--- src/rtl/drc_pkg.sv ---
package drc_pkg;
  // ==========================================================
  // Register map: word index, byte address is index times four
  localparam int DRC_ROWS = 8;
  localparam logic [7:0] DRC_IDX_ROW_BASE = 8'h60;
  localparam logic [7:0] DRC_IDX_ROW_LAST = 8'h6f;
  localparam logic [7:0] DRC_IDX_ROW6_TYPE_MAP_BOUNDARY_HIGH = 8'h6d;
  localparam logic [7:0] DRC_IDX_ROW7_TOP_BOUNDARY_LOW = 8'h6e;
  localparam logic [7:0] DRC_IDX_ROW7_TYPE_MAP_BOUNDARY_HIGH = 8'h6f;
  localparam logic [7:0] DRC_IDX_ROW_HIGH_DENSITY_SELECT = 8'h70;
  localparam logic [7:0] DRC_IDX_ROW_BANK_COUNT_SELECT = 8'h71;
  localparam logic [7:0] DRC_REG_RESET = 8'h00;
  localparam logic [1:0] DRC_BYTE_OFS = 2'h0;
  localparam int DRC_IDX_LSB = 2;
  localparam int DRC_IDX_MSB = 9;

  // ==========================================================
  // Field positions in the second configuration byte
  localparam int DRC_MAP_MSB = 7;
  localparam int DRC_MAP_LSB = 6;
  localparam int DRC_TYPE_MSB = 5;
  localparam int DRC_TYPE_LSB = 4;
  localparam int DRC_BOUND_HI_MSB = 3;
  localparam int DRC_BOUND_W = 12;
  localparam int DRC_ADDR_TOP_MSB = 31;
  localparam int DRC_ADDR_TOP_LSB = 20;
  localparam logic [1:0] DRC_MAP_DISABLED = 2'h0;

  typedef enum logic [1:0] {
    DRC_FAST_PAGE_DRAM = 2'h0,
    DRC_EXTENDED_OUTPUT_DRAM = 2'h1,
    DRC_REGISTERED_SDRAM = 2'h2,
    DRC_SDRAM = 2'h3
  } drc_dram_type_t;

  // Both configuration bytes of one row
  typedef struct packed {
    logic [7:0] type_map_boundary_high;
    logic [7:0] top_boundary_low;
  } drc_row_cfg_t;

  // Decoded view of one row
  typedef struct packed {
    logic enabled;
    logic is_sync;
    drc_dram_type_t dram_type;
    logic [1:0] map_sel;
    logic [DRC_BOUND_W-1:0] top;
  } drc_row_info_t;

  // Routing answer for one memory access
  typedef struct packed {
    logic hit;
    logic [2:0] row;
    drc_dram_type_t dram_type;
    logic is_sync;
    logic [1:0] map_sel;
    logic high_density;
    logic four_banks;
  } drc_route_t;
endpackage

--- src/rtl/drc_dram_row_config_regs.sv ---
`timescale 1ns/1ns
// What this block does
// RULE_01: Fast-page or EXTENDED_OUTPUT_DRAM row: map code 00 disables, others pick scheme.
// RULE_02: Synchronous row: all four map codes pick a scheme, none disables.
// RULE_03: Type field 5-4 selects fast-page, EXTENDED_OUTPUT_DRAM, registered SDRAM, SDRAM.
// RULE_04: First config byte holds top boundary address bits 27 to 20.
// RULE_05: Second byte bits 3-0 are boundary bits 31-28, joined with low.
// RULE_06: Density bit n set selects 256Mbit addressing for row n.
// RULE_07: Bank bit n set means four internal banks, clear means two.
// RULE_08: Access goes to first enabled row whose top exceeds the address.
module drc_dram_row_config_regs
  import drc_pkg::*;
(
  // Clock, reset, enable
  input wire logic pclk,
  input wire logic presetn,
  input wire logic pclk_en,
  // APB slave
  input wire logic psel,
  input wire logic penable,
  input wire logic pwrite,
  input wire logic [31:0] paddr,
  input wire logic [31:0] pwdata,
  input wire logic [3:0] pstrb,
  output logic [31:0] prdata,
  output logic pready,
  output logic pslverr,
  // Memory access lookup
  input wire logic mem_req_valid,
  input wire logic [31:0] mem_req_addr,
  output logic route_valid,
  output drc_pkg::drc_route_t route
);
  import drc_pkg::*;

  // ==========================================================
  // Register storage
  drc_row_cfg_t row_cfg [DRC_ROWS];
  drc_row_cfg_t next_row_cfg [DRC_ROWS];
  logic [7:0] row_high_density_select;
  logic [7:0] next_row_high_density_select;
  logic [7:0] row_bank_count_select;
  logic [7:0] next_row_bank_count_select;
  logic [31:0] next_prdata;
  drc_row_info_t info [DRC_ROWS];

  logic [7:0] idx;
  logic aligned;
  logic is_row;
  logic mapped;
  logic [2:0] row_sel;
  logic wr_en;
  logic sel_row;
  logic sel_density;
  logic sel_banks;
  logic xfer_done;
  logic rd_loaded;
  logic next_rd_loaded;

  assign idx = paddr[DRC_IDX_MSB:DRC_IDX_LSB];
  assign aligned = (paddr[1:0] == DRC_BYTE_OFS) &&
                   (paddr[31:DRC_IDX_MSB+1] == '0);
  assign is_row = (idx >= DRC_IDX_ROW_BASE) && (idx <= DRC_IDX_ROW_LAST);
  assign row_sel = idx[3:1];

  // ==========================================================
  // Address decode
  always_comb begin
    mapped = 1'b0;
    sel_row = 1'b0;
    sel_density = 1'b0;
    sel_banks = 1'b0;
    if (!aligned) begin
      mapped = 1'b0;
    end else if (is_row) begin
      mapped = 1'b1;
      sel_row = 1'b1;
    end else if (idx == DRC_IDX_ROW_HIGH_DENSITY_SELECT) begin
      mapped = 1'b1;
      sel_density = 1'b1;
    end else if (idx == DRC_IDX_ROW_BANK_COUNT_SELECT) begin
      mapped = 1'b1;
      sel_banks = 1'b1;
    end else begin
      mapped = 1'b0;
    end
  end

  // ==========================================================
  // Bus handshake
  // Ready waits for read data loaded at an enabled edge: a setup
  // edge lost to a low enable costs one wait state, not stale data
  assign pready = pclk_en && rd_loaded;
  assign pslverr = psel && penable && !mapped;
  assign xfer_done = psel && penable && pready;
  assign wr_en = xfer_done && pwrite && mapped && pstrb[0];

  always_comb begin
    next_rd_loaded = psel && !xfer_done;
  end

  always_ff @(posedge pclk or negedge presetn) begin
    if (!presetn) begin
      rd_loaded <= 1'b0;
    end else if (pclk_en) begin
      rd_loaded <= next_rd_loaded;
    end
  end

  // ==========================================================
  // Register writes
  always_comb begin
    next_row_cfg = row_cfg;
    next_row_high_density_select = row_high_density_select;
    next_row_bank_count_select = row_bank_count_select;
    if (wr_en) begin
      if (sel_row) begin
        if (idx[0]) begin
          next_row_cfg[row_sel].type_map_boundary_high = pwdata[7:0];
        end else begin
          next_row_cfg[row_sel].top_boundary_low = pwdata[7:0];
        end
      end else if (sel_density) begin
        next_row_high_density_select = pwdata[7:0];
      end else if (sel_banks) begin
        next_row_bank_count_select = pwdata[7:0];
      end
    end
  end

  always_ff @(posedge pclk or negedge presetn) begin
    if (!presetn) begin
      for (int i = 0; i < DRC_ROWS; i++) begin
        row_cfg[i] <= {DRC_REG_RESET, DRC_REG_RESET};
      end
      row_high_density_select <= DRC_REG_RESET;
      row_bank_count_select <= DRC_REG_RESET;
    end else if (pclk_en) begin
      row_cfg <= next_row_cfg;
      row_high_density_select <= next_row_high_density_select;
      row_bank_count_select <= next_row_bank_count_select;
    end
  end

  // ==========================================================
  // Read data
  // Reloads at every enabled edge of a selected cycle, so it
  // leaves a flop and is still right after a frozen setup edge
  always_comb begin
    next_prdata = prdata;
    if (psel) begin
      next_prdata = '0;
      if (!mapped || pwrite) begin
        next_prdata = '0;
      end else if (sel_row) begin
        if (idx[0]) begin
          next_prdata[7:0] = row_cfg[row_sel].type_map_boundary_high;
        end else begin
          next_prdata[7:0] = row_cfg[row_sel].top_boundary_low;
        end
      end else if (sel_density) begin
        next_prdata[7:0] = row_high_density_select;
      end else begin
        next_prdata[7:0] = row_bank_count_select;
      end
    end
  end

  always_ff @(posedge pclk or negedge presetn) begin
    if (!presetn) begin
      prdata <= '0;
    end else if (pclk_en) begin
      prdata <= next_prdata;
    end
  end

  // ==========================================================
  // Per-row decode
  for (genvar g = 0; g < DRC_ROWS; g++) begin : g_row
    drc_row_decode u_dec (
      .cfg(row_cfg[g]),
      .info(info[g])
    );
  end

  // ==========================================================
  // Row routing; lowest row wins, so rows must be programmed
  // with rising tops or a lower row shadows a higher one
  drc_route_t next_route;
  logic next_route_valid;
  logic [DRC_BOUND_W-1:0] req_top;

  assign req_top = mem_req_addr[DRC_ADDR_TOP_MSB:DRC_ADDR_TOP_LSB];

  always_comb begin
    next_route = '0;
    next_route_valid = mem_req_valid;
    for (int i = DRC_ROWS - 1; i >= 0; i--) begin
      if (info[i].enabled && (info[i].top > req_top)) begin // RULE_08
        next_route.hit = 1'b1;
        next_route.row = 3'(i);
        next_route.dram_type = info[i].dram_type; // RULE_03
        next_route.is_sync = info[i].is_sync;
        next_route.map_sel = info[i].map_sel; // RULE_01 RULE_02
        next_route.high_density = row_high_density_select[i]; // RULE_06
        next_route.four_banks = row_bank_count_select[i]; // RULE_07
      end
    end
    if (!mem_req_valid) begin
      next_route = '0;
    end
  end

  always_ff @(posedge pclk or negedge presetn) begin
    if (!presetn) begin
      route <= '0;
      route_valid <= 1'b0;
    end else if (pclk_en) begin
      route <= next_route;
      route_valid <= next_route_valid;
    end
  end
endmodule

--- src/rtl/drc_row_decode.sv ---
`timescale 1ns/1ns
module drc_row_decode
  import drc_pkg::*;
(
  // Raw configuration
  input drc_pkg::drc_row_cfg_t cfg,
  // Decoded row
  output drc_pkg::drc_row_info_t info
);
  logic [1:0] map_code;
  logic [1:0] type_code;

  assign map_code = cfg.type_map_boundary_high[DRC_MAP_MSB:DRC_MAP_LSB];
  assign type_code = cfg.type_map_boundary_high[DRC_TYPE_MSB:DRC_TYPE_LSB];

  always_comb begin
    info.dram_type = drc_dram_type_t'(type_code); // RULE_03
    info.is_sync = (type_code == DRC_REGISTERED_SDRAM) ||
                   (type_code == DRC_SDRAM); // RULE_03
    info.map_sel = map_code;
    // Asynchronous rows lose code zero to the disable meaning
    if (info.is_sync) begin
      info.enabled = 1'b1; // RULE_02
    end else begin
      info.enabled = (map_code != DRC_MAP_DISABLED); // RULE_01
    end
    // High nibble joins the low byte to form A31..A20 of the top
    info.top = {cfg.type_map_boundary_high[DRC_BOUND_HI_MSB:0],
                cfg.top_boundary_low}; // RULE_04 RULE_05
  end
endmodule

--- config.mk ---
export PLATFORM = sky130hd
export DESIGN_NAME = drc_dram_row_config_regs
export DESIGN_NICKNAME = d
export VERILOG_FILES = /design/src/rtl/drc_pkg.sv /design/src/rtl/drc_dram_row_config_regs.sv /design/src/rtl/drc_row_decode.sv
export SDC_FILE = /design/constraint.sdc
export NUM_CORES = 1
export LEC_CHECK = 0
export BUFFER_PORTS_ARGS = -buffer_cell sky130_fd_sc_hd__buf_2
export CORE_ASPECT_RATIO = 2
export CORE_MARGIN = 5
export CORE_UTILIZATION = 64
export DETAILED_ROUTE_END_ITERATION = 8
export GPL_ROUTABILITY_DRIVEN = 0
export PLACE_DENSITY_LB_ADDON = 0.05
export SYNTH_ARGS = -nofsm -noshare
export SYNTH_HDL_FRONTEND = slang
export SYNTH_HIERARCHICAL = 1
export SYNTH_SLANG_ARGS = --single-unit
export TNS_END_PERCENT = 20
--- constraint.sdc ---
create_clock -name pclk -period 6 [get_ports pclk]
set_clock_uncertainty 0.2 [all_clocks]
set_input_delay 0.6 -clock pclk [delete_from_list [all_inputs] [get_ports pclk]]
set_output_delay 0.6 -clock pclk [all_outputs]
set_load 0.005 [all_outputs]
==> results.json <==
{
  "clkLatencyLatePin_ps": 440,
  "netlist_top_cells_count": "dfrtp_1, buf_4, mux2_2, ha_1",
  "synth_area_um2": 11700,
  "power_density_nw_per_um2": 200,
  "rsz0062_at_grt": "no",
  "htree_levels": 4,
  "dp_hpwl_mm": 25.0,
  "core-area_um2": 18100,
  "cts-root-buf": "clkbuf_16",
  "status": "complete, no violations",
  "final_cells": 1282,
  "cp_data_required_time_ps": 6120,
  "grt_pass1_vias": 8793,
  "drt-pass1-iter-count": 5,
  "end_kind": "flip-flop",
  "synth_area_per_cell_um2": 10.4,
  "cts_sinks": 165,
  "yosys-top-cells-area": "dfrtp_1, mux2_2, ha_1, buf_4, mux4_2",
  "drc": 0,
  "synth_cell_type_count": 60,
  "yosys_register_bits": 165,
  "viasPerCell": 6.67,
  "setup_viol": 0,
  "cts_tree": "built",
  "grt_max_degree": 79,
  "fin_util_pct": 64.8,
  "synth_seq_area_share_pct": 35.4,
  "die_h_um": 201,
  "finalInstanceArea_um2": 11800,
  "hold_viol": 0,
  "synth_most_common_cell": "dfrtp_1",
  "fp.dieArea_um2": 21200,
  "place_inst": 1250,
  "cts.reportedPaths.clkPinSlew_ps": 60,
  "tns_ps": 0,
  "yosys.area.top_type": "dfrtp_1",
  "antenna_found_initial": 0,
  "wl_per_cell_um": 25.8,
  "critPathKind": "in2reg",
  "grt_use_total_pct": 31.9,
  "syn-instance-count": 1116,
  "die_width_um": 105,
  "leakage_nw": 5.89,
  "synth_edf_count": 0,
  "ant_nets": 0,
  "numCtsBuffers": 17,
  "regArea_um2": 4130,
  "hold_slack_ps": 1.51,
  "cts_setup_buffers": 0,
  "r2r_cells": 8,
  "drv_cap": 0,
  "post_dp_cell_area_um2": 11200,
  "grt_pass1_wl_mm": 50.8,
  "area_growth_pct": 0.837,
  "fillCellCount": 1543,
  "antennaDiodeCount": 0,
  "multiInputGateArea_um2": 6150,
  "rows": 70,
  "crit_arrival_ps": 3630,
  "layout_min_cycle_time_ps": 3500,
  "cts_resized": 0,
  "hold_path.class": "in2async",
  "ir_drop_uv": 195,
  "async_reset_ff_share_pct": 100,
  "startpoint_type": "input pin",
  "slew_headroom_pct": 34.3,
  "via_count": 8550,
  "crit_path_max_fanout": 18,
  "initial_utilization_pct": 64.3,
  "clockBufferDepth": 2,
  "grt_overflow": 0,
  "drt_iter0_drc": 534,
  "yosys.area.top_type_share_pct": 35.4,
  "period_share_pct": 58.4,
  "drive_gt1_share_pct": 28.3,
  "numPortBuffers": 81,
  "maxSlewViolCount": 0,
  "pin_count": 153,
  "fin_nets": 1256,
  "clock.fmax_mhz": 285,
  "worst_slew_pin_slew_ps": 985,
  "routed_wl_mm": 33.0,
  "hold_buffers": 0,
  "synthFlopType": "dfrtp_1",
  "yosysWarnings": 6
}
registers in the layout (all words and copies together), names as in the netlist:
name                     cells
prdata                       8
route                       11
row_high_density_select      8
rd_loaded                    1
row_cfg                    128
route_valid                  1
row_bank_count_select        8
per-layer routing:
| layer | GRT usage [%] | up-vias | wire (µm) | share of wire (%) |
|---|---|---|---|---|
| li1 | - | 3841 | - | - |
| met1 | 33.6 | 4216 | 11200 | 34 |
| met2 | 55.8 | 336 | 17300 | 52 |
| met3 | 4.89 | 157 | 1590 | 4.8 |
| met4 | 24.8 | 0 | 2920 | 8.8 |
| met5 | 0 | - | 0 | 0 |
placed cells by master, fill, tap and decap left out, drive strengths merged, types with 4 or more instances in the layout:
| cell type | synthesis | layout |
|---|---|---|
| nor3 | 17 | 17 |
| a21oi | 49 | 49 |
| ha | 96 | 96 |
| o22ai | 7 | 7 |
| a31o | 4 | 4 |
| nand3 | 33 | 33 |
| clkinv | 0 | 4 |
| nor2 | 37 | 37 |
| mux2 | 148 | 148 |
| or3 | 12 | 12 |
| nand2b | 5 | 5 |
| o31a | 6 | 6 |
| clkbuf | 37 | 19 |
| a211oi | 24 | 24 |
| a21o | 12 | 12 |
| and3 | 5 | 5 |
| nor2b | 19 | 19 |
| a211o | 5 | 5 |
| nor3b | 11 | 11 |
| mux4 | 16 | 16 |
| conb | 1 | 24 |
| a41oi | 6 | 6 |
| a311oi | 9 | 9 |
| and4 | 8 | 8 |
| buf | 162 | 94 |
| o21ai | 29 | 29 |
| o221ai | 7 | 7 |
| nand3b | 5 | 5 |
| dfrtp | 165 | 165 |
| o211ai | 10 | 10 |
| inv | 38 | 42 |
| mux2i | 15 | 15 |
| nor4 | 8 | 8 |
| nand4 | 18 | 18 |
| clkinvlp | 0 | 5 |
| nand2 | 49 | 49 |
| a31oi | 9 | 9 |
power by group:
group | internal (W) | leakage, nW | switching, W
Clock | 0.000555 | 0.259 | 0.000484
Combinational | 0.0000579 | 3.34 | 0.000141
Sequential | 0.00111 | 2.30 | 0.000000923
critical path, stage by stage:
cell and delay, ps:
buf_2 100, nor4_1 280, nand4_1 200, or3_1 740, nor4_4 710, nor3b_4 600
mux2_2 390
path summary, 6_finish.rpt:
kind,end,from,slack (ps)
setup / recovery,row_cfg[81]$_DFFE_PN0P_,paddr[10],2500
hold / removal,row_high_density_select[0]$_DFFE_PN0P_,presetn,2
setup reg to reg,route[3]$_DFFE_PN0P_,row_cfg[43]$_DFFE_PN0P_,2780
hold reg to reg,prdata[4]$_DFFE_PN0P_,prdata[4]$_DFFE_PN0P_,280
max in group asynchronous,row_cfg[14]$_DFFE_PN0P_,presetn,4440
min in group pclk,prdata[4]$_DFFE_PN0P_,prdata[4]$_DFFE_PN0P_,280
per-stage QoR:
step	total power (W)	setup WS, ps
3_3_place_gp	0.00133	2080
4_1_cts	0.00237	2500
2_1_floorplan	0.00125	2980
5_1_grt	0.00243	2330
3_5_place_dp	0.00133	2050
6_report	0.00235	2500
layout make-up:
class	instances	area share [%]
clock inverters	13	0.852
multi-input cells	737	52.3
repair buffers	94	4.33
clock buffers	19	3.85
well taps	216	2.30
flip-flops and latches	165	35.1
inverters	38	1.21
kinds of logic after synthesis:
group                      after synthesis  synth area share [%]
adders and majority gates               96                  10.3
and+or+nand+nor                        236                  11.2
buffers and inverters                  237                  12.6
other                                    1                0.0322
DFF                                    165                  35.4
muxes                                  179                  18.7
AOI/OAI and AO/OA                      202                  11.8
Note: power is estimated with default switching activity, not from simulation.
